===== config.mk =====
export PLATFORM = sky130hd
export DESIGN_NAME = registered_transceiver
export DESIGN_NICKNAME = d
export VERILOG_FILES = /design/src/xcvr_pkg.sv /design/src/registered_transceiver.sv
export VERILOG_INCLUDE_DIRS = /design/src
export SDC_FILE = /design/constraint.sdc
export NUM_CORES = 1
export LEC_CHECK = 0
export BUFFER_PORTS_ARGS = -buffer_cell sky130_fd_sc_hd__buf_2
export CAP_MARGIN = 15
export CORE_ASPECT_RATIO = 0.9
export CORE_UTILIZATION = 53
export DETAILED_ROUTE_END_ITERATION = 10
export GPL_ROUTABILITY_DRIVEN = 1
export PLACE_DENSITY = 0.84
export SLEW_MARGIN = 5
export SYNTH_ARGS = -nofsm -noshare
export SYNTH_HDL_FRONTEND = slang
export SYNTH_SLANG_ARGS = --single-unit

===== constraint.sdc =====
create_clock -name pclk -period 4.2 [get_ports pclk]
set_clock_uncertainty 0.2 [all_clocks]
set_input_delay 0.21 -clock pclk [delete_from_list [all_inputs] [get_ports pclk]]
set_output_delay 0.21 -clock pclk [all_outputs]
set_load 0.05 [all_outputs]

===== src/xcvr_cfg.svh =====
`ifndef XCVR_CFG_SVH
`define XCVR_CFG_SVH

`define XCVR_WIDTH        8
`define APB_ADDR_WIDTH    12
`define CTRL_OFFSET       12'h000
`define STATUS_OFFSET     12'h004
`define CTRL_INVERT_BIT   0
`define CTRL_RESET        1'b0
`define STAT_A_STORE_LSB  0
`define STAT_B_STORE_LSB  8
`define STAT_A_OE_BIT     16
`define STAT_B_OE_BIT     17
`define PIN_SYNC_WIDTH    22
`define PIN_SYNC_RESET    22'h20_0000
`endif


===== src/xcvr_pkg.sv =====
package xcvr_pkg;
  typedef logic [7:0] byte_type;
  typedef enum logic [1:0] {
    MODE_ISOLATE,
    MODE_DRIVE_A,
    MODE_DRIVE_B
  } drive_mode_type;
endpackage : xcvr_pkg

===== src/registered_transceiver.sv =====
`include "xcvr_cfg.svh"
module registered_transceiver (
  input  wire logic              pclk,
  input  wire logic              presetn,
  input  wire logic              psel,
  input  wire logic              penable,
  input  wire logic              pwrite,
  input  wire logic [11:0]       paddr,
  input  wire logic [31:0]       pwdata,
  output logic      [31:0]       prdata,
  output logic                   pready,
  output logic                   pslverr,
  input  wire logic              enable_n,
  input  wire logic              direction,
  input  wire logic              a_port_source_select,
  input  wire logic              b_port_source_select,
  input  wire logic              a_side_capture_clock,
  input  wire logic              b_side_capture_clock,
  input  wire xcvr_pkg::byte_type a_bus_in,
  output xcvr_pkg::byte_type     a_bus_out,
  output logic                   a_bus_oe,
  input  wire xcvr_pkg::byte_type b_bus_in,
  output xcvr_pkg::byte_type     b_bus_out,
  output logic                   b_bus_oe
);
  import xcvr_pkg::*;

  logic [`PIN_SYNC_WIDTH-1:0] meta_q;
  logic [`PIN_SYNC_WIDTH-1:0] sync_q;
  logic                       cab_prev_q;
  logic                       cba_prev_q;
  logic                       invert_q;
  byte_type                   a_store_q;
  byte_type                   b_store_q;
  byte_type                   a_out_q;
  byte_type                   b_out_q;
  logic                       a_oe_q;
  logic                       b_oe_q;
  logic [31:0]                prdata_q;
  logic                       pready_q;
  logic                       pslverr_q;
  drive_mode_type             mode_d;
  byte_type                   inv_mask;
  logic                       en_n_s;
  logic                       dir_s;
  logic                       asel_s;
  logic                       bsel_s;
  logic                       cab_s;
  logic                       cba_s;
  byte_type                   a_in_s;
  byte_type                   b_in_s;
  logic                       cab_rise;
  logic                       cba_rise;
  logic                       apb_access;
  logic                       hit_ctrl;
  logic                       hit_status;
  logic                       a_loaded_q;
  logic                       b_loaded_q;
  byte_type                   a_out_d;
  byte_type                   b_out_d;

  // every pin is asynchronous to pclk, so the whole group goes through two flops
  always_ff @(posedge pclk or negedge presetn) begin
    if (!presetn) begin
      meta_q <= `PIN_SYNC_RESET;
      sync_q <= `PIN_SYNC_RESET;
    end else begin
      meta_q <= {enable_n, direction, a_port_source_select, b_port_source_select,
                 a_side_capture_clock, b_side_capture_clock, a_bus_in, b_bus_in};
      sync_q <= meta_q;
    end
  end

  assign {en_n_s, dir_s, asel_s, bsel_s, cab_s, cba_s, a_in_s, b_in_s} = sync_q;

  always_ff @(posedge pclk or negedge presetn) begin
    if (!presetn) begin
      cab_prev_q <= 1'b0;
      cba_prev_q <= 1'b0;
    end else begin
      cab_prev_q <= cab_s;
      cba_prev_q <= cba_s;
    end
  end

  // data and clock share the same sync delay, so the sampled bus lines up with the edge
  assign cab_rise = cab_s && !cab_prev_q;
  assign cba_rise = cba_s && !cba_prev_q;

  // no reset here: stored words stay undefined until the first capture
  always_ff @(posedge pclk) begin
    if (cab_rise) begin
      a_store_q <= a_in_s;
    end
  end

  always_ff @(posedge pclk) begin
    if (cba_rise) begin
      b_store_q <= b_in_s;
    end
  end

  // the stores have no reset, so these flags tell the checks when a stored word is defined
  always_ff @(posedge pclk or negedge presetn) begin
    if (!presetn) begin
      a_loaded_q <= 1'b0;
    end else if (cab_rise) begin
      a_loaded_q <= 1'b1;
    end
  end

  always_ff @(posedge pclk or negedge presetn) begin
    if (!presetn) begin
      b_loaded_q <= 1'b0;
    end else if (cba_rise) begin
      b_loaded_q <= 1'b1;
    end
  end

  assign inv_mask = {`XCVR_WIDTH{invert_q}};

  // each bit is steered and polarised on its own, so no bit can leak into a neighbour
  for (genvar bit_idx = 0; bit_idx < `XCVR_WIDTH; bit_idx = bit_idx + 1) begin : g_bit
    assign a_out_d[bit_idx] = (asel_s ? b_store_q[bit_idx] : b_in_s[bit_idx])
                              ^ inv_mask[bit_idx];
    assign b_out_d[bit_idx] = (bsel_s ? a_store_q[bit_idx] : a_in_s[bit_idx])
                              ^ inv_mask[bit_idx];

  end

  always_comb begin
    mode_d = MODE_ISOLATE;
    if (!en_n_s) begin
      mode_d = dir_s ? MODE_DRIVE_B : MODE_DRIVE_A;
    end
  end

  always_ff @(posedge pclk or negedge presetn) begin
    if (!presetn) begin
      a_oe_q  <= 1'b0;
      b_oe_q  <= 1'b0;
      a_out_q <= '0;
      b_out_q <= '0;
    end else begin
      a_oe_q <= 1'b0;
      b_oe_q <= 1'b0;
      unique case (mode_d)
        MODE_ISOLATE: begin
          a_out_q <= a_out_q;
          b_out_q <= b_out_q;
        end
        MODE_DRIVE_A: begin
          a_oe_q  <= 1'b1;
          a_out_q <= a_out_d;
        end
        MODE_DRIVE_B: begin
          b_oe_q  <= 1'b1;
          b_out_q <= b_out_d;
        end
      endcase
    end
  end

  assign a_bus_out = a_out_q;
  assign b_bus_out = b_out_q;
  assign a_bus_oe  = a_oe_q;
  assign b_bus_oe  = b_oe_q;

  // apb slave: one wait state keeps pready a flop output
  assign apb_access = psel && penable && !pready_q;
  assign hit_ctrl   = (paddr == `CTRL_OFFSET);
  assign hit_status = (paddr == `STATUS_OFFSET);

  always_ff @(posedge pclk or negedge presetn) begin
    if (!presetn) begin
      invert_q <= `CTRL_RESET;
    end else if (apb_access && pwrite && hit_ctrl) begin
      invert_q <= pwdata[`CTRL_INVERT_BIT];
    end
  end

  always_ff @(posedge pclk or negedge presetn) begin
    if (!presetn) begin
      pready_q  <= 1'b0;
      pslverr_q <= 1'b0;
      prdata_q  <= '0;
    end else begin
      pready_q  <= apb_access;
      pslverr_q <= apb_access && !(hit_ctrl || hit_status);
      prdata_q  <= '0;
      if (apb_access && !pwrite && hit_ctrl) begin
        prdata_q[`CTRL_INVERT_BIT] <= invert_q;
      end else if (apb_access && !pwrite && hit_status) begin
        prdata_q[`STAT_A_STORE_LSB +: `XCVR_WIDTH] <= a_store_q;
        prdata_q[`STAT_B_STORE_LSB +: `XCVR_WIDTH] <= b_store_q;
        prdata_q[`STAT_A_OE_BIT] <= a_oe_q;
        prdata_q[`STAT_B_OE_BIT] <= b_oe_q;
      end
    end
  end

  assign prdata  = prdata_q;
  assign pready  = pready_q;
  assign pslverr = pslverr_q;
endmodule : registered_transceiver


==> summary.txt <==
Run status
  • Status: complete, but fails checks
  • Failing checks: DRC

CTS
  • Longest Clk Path Bufs: 2
  • Root Driver: clkbuf_8
  • Clock Pin Slew Worst Setup and Hold Paths: 0.09 ns
  • CTS H-tree depth: 3
  • Clock buffer count from CTS: 9
  • CTS sink cnt: 101
  • Worst-Skew Late Latency: between 0.3 and 0.4 ns
  • CTS tree: built

Run
  • Max cap viols: 0

Route
  • First DRT Iteration DRCs: 83
  • Total iterations of the first detailed-routing run: 7
  • Vias per cell: 4.513
  • Vias: 2,013
  • DRC Markers: 1
  • Final antenna-violating net count: 0
  • Drt total wl: 5.704 mm
  • WL per Instance: 12.79 um

Global route
  • First-pass GRT wire length: 9.342 mm
  • Met3 usage: roughly 3.5%
  • Grt ovf: 0
  • GRT busiest layer: met2
  • Total track usage: 18.30%
  • Vias in the first global route: roughly 2,000
  • Met2 Usage GRT: 27.69%
  • Antenna violations before repair: 0
  • Pin count of the biggest net entering global routing: 86
  • Met1 track demand over resource: 24.28%

Worst setup path
  • Critical Path RT: 4.25 ns
  • Crit path DAT: ~2.3 ns
  • Crit Path Max Fanout: 17
  • Worst setup EP type: flip-flop
  • Crit-path slowest cell: nand4bb_1
  • Worst path bufs/invs: 0
  • Worst path max stage delay: 0.86 ns
  • Crit path max-delay family: simple AND/OR/NAND/NOR gates
  • Critical path cell sequence: nand3b_1, nand4bb_1, nor3_1
  • Crit path launch type: flip-flop
  • CP Launch Point: pready
  • RR Startpoint: pready
  • Critical path class: flip-flop to flip-flop

STA
  • Final period util: between 50% and 60%
  • Minimum clock period after layout: between 2 and 2.5 ns
  • Fin. Hold Viols: 0
  • Setup violators final: 0
  • Hold slack: 0.02496 ns
  • RSZ-0062 raised after global routing: no
  • Slew @ Worst Pin: 0.9838 ns
  • Fmax: about 440 MHz
  • Max Slew Vio Count: 0
  • Setup TNS Final: 0 ns
  • Max_slew headroom: 34.41%

Placed design
  • Dpl cells: 401
  • DP HPWL: between 3 and 4 mm
  • Number of I/O port buffers: 77
  • Final GP Congestion: between 0.7 and 0.8

Finish
  • Area grow syn2layout: 24.52%
  • Nets@finish: 422
  • Inserted Diodes: 0
  • Layout cell share with drive strength beyond 1: 30.34%
  • Commonest non-fill, non-tap cell in the layout: dfrtp_1
  • Most frequent cells in the layout: 83 x dfrtp_1, 76 x buf_2, 29 x dlygate4sd3_1
  • Non-Filler Instances: 446

Synthesis
  • Mean Syn Cell Area: around 15 sq um
  • Distinct cells, synth: 30
  • Register area share after synthesis: between 70 and 80%
  • Ys Warns: 0
  • Mapped cell area: 3602 sq um
  • Cells after Synth: approximately 250
  • Register bit total from synthesis: 101

Die
  • IO Pins: 123
  • Die Ht: 80.21 um
  • Die W: around 89 um
  • Die area: 7131 sq um
  • Initial Utilization: 54.69%
  • Core area: 6586 sq um
  • Row Count: 28

Pwr
  • Peak supply drop: 203.9 uV
  • P_int: 1.464 mW
  • Switch share: 25.54%
  • Clk pwr share: 33.0%
  • Psw: 502.0 uW
  • Static Leak: 2.247 nW
  • Combinational share of power: 12.2%
  • Power density over cell area: 438.3 nW/um^2
  • Seq pwr share: 54.7%
  • Tot Pwr: 1.966 mW

Min path
  • Hold Path Class: primary input to flip-flop
  • Hold path start: psel
## sequential cells by signal, indices dropped and copies added (netlist names)
register,cells
a_bus_oe,1
a_bus_out,8
a_store_q,8
b_bus_oe,1
b_bus_out,8
b_store_q,8
cab_prev_q,1
cba_prev_q,1
invert_q,1
meta_q,22
prdata,18
pready,1
pslverr,1
sync_q,22
## power groups by stage
stage / sequential, mW / clock, mW / combinational [mW]
final: 1.08 / 0.649 / 0.241
after global routing: 1.08 / 0.704 / 0.260
after CTS: 1.08 / 0.661 / 0.242
after detailed placement: 1.10 / 0 / 0.222
after global placement: 1.09 / 0 / 0.217
after floorplan: 1.17 / 0 / 0.0853
## area by class of cell
| cell class | instances | area (sq um) |
|---|---|---|
| Multi-Input combinational cell | 113 | 793.3 |
| Clock inverter | 5 | 75.07 |
| Sequential cell | 101 | 2610 |
| Inverter | 20 | 75.07 |
| Clock buffer | 11 | 141.4 |
| Fill cell | 498 | 2101 |
| Tap cell | 90 | 112.6 |
| Timing Repair Buffer | 106 | 678.2 |
## kinds of logic (layout without fill, tap and decap cells)
logic type | after synthesis | count (layout) | share of synthesized area, %
DFF | 101 | 101 | 72.46
and+or+nand+nor | 48 | 48 | 9.240
buffers and inverters | 44 | 142 | 6.877
muxes | 18 | 18 | 5.036
AOI/OAI and AO/OA | 17 | 17 | 2.397
xor gates and xnor gates | 16 | 16 | 3.890
other | 1 | 14 | 0.1041
## cell usage after synthesis (all sizes together)
cell type / count / share of area [%]
dfrtp: 83 / 58
buf: 21 / 4.5
inv: 20 / 2.1
nor3: 18 / 4.1
mux2i: 17 / 4.7
nand2: 17 / 1.8
edfxtp: 16 / 13
o21ai: 16 / 2.2
xor2: 16 / 3.9
clkbuf: 3 / 0.31
nor4: 3 / 1.4
dfstp: 2 / 1.5
nor2b: 2 / 0.35
a31oi: 1 / 0.17
conb: 1 / 0.10
mux2: 1 / 0.31
nand2b: 1 / 0.17
nand3: 1 / 0.14
nand3b: 1 / 0.21
nand4: 1 / 0.17
nand4bb: 1 / 0.31
nor4b: 1 / 0.24
nor4bb: 1 / 0.28
or2: 1 / 0.17
## timing repair
item                                    4_1_cts  5_1_grt
hold endpoints to repair                    108        0
endpoints found under the setup margin        0        0
setup buffers                                 0        0
gates resized for setup                       0        0
hold buffers                                 29        0
## final timing paths
path | cells after the start | slack (ns) | to
min | 3 | 0.02 | pready
min in group asynchronous | 2 | 0.37 | a_bus_out[2]
min reg2reg | 0 | 0.15 | sync_q[14]
max in group asynchronous | 2 | 2.80 | b_bus_out[5]
max | 3 | 1.93 | prdata[3]
max reg2reg | 3 | 1.93 | prdata[3]
## metrics by stage
stage / instance area [sq um] / setup slack [ns] / utilization [%]
floorplan: 3651 / 2.456 / -
global placement: 3979 / 2.075 / 60.41
detailed placement: 3979 / 1.981 / 60.41
CTS: 4486 / 1.936 / 68.10
global route: 4486 / 1.685 / 68.10
finish: 4486 / 1.926 / 68.10
## routing by layer
layer,routed length [um],vias up
met5,0,-
met3,231,16
met4,158,0
met2,2719,72
met1,2595,940
li1,-,985
## tightest hold or removal path, delay by kind of cell
family	cells	cell delay, ns
buffers and inverters	2	0.16
and+or+nand+nor	1	0.16
Power figures use the tool's default switching activity.
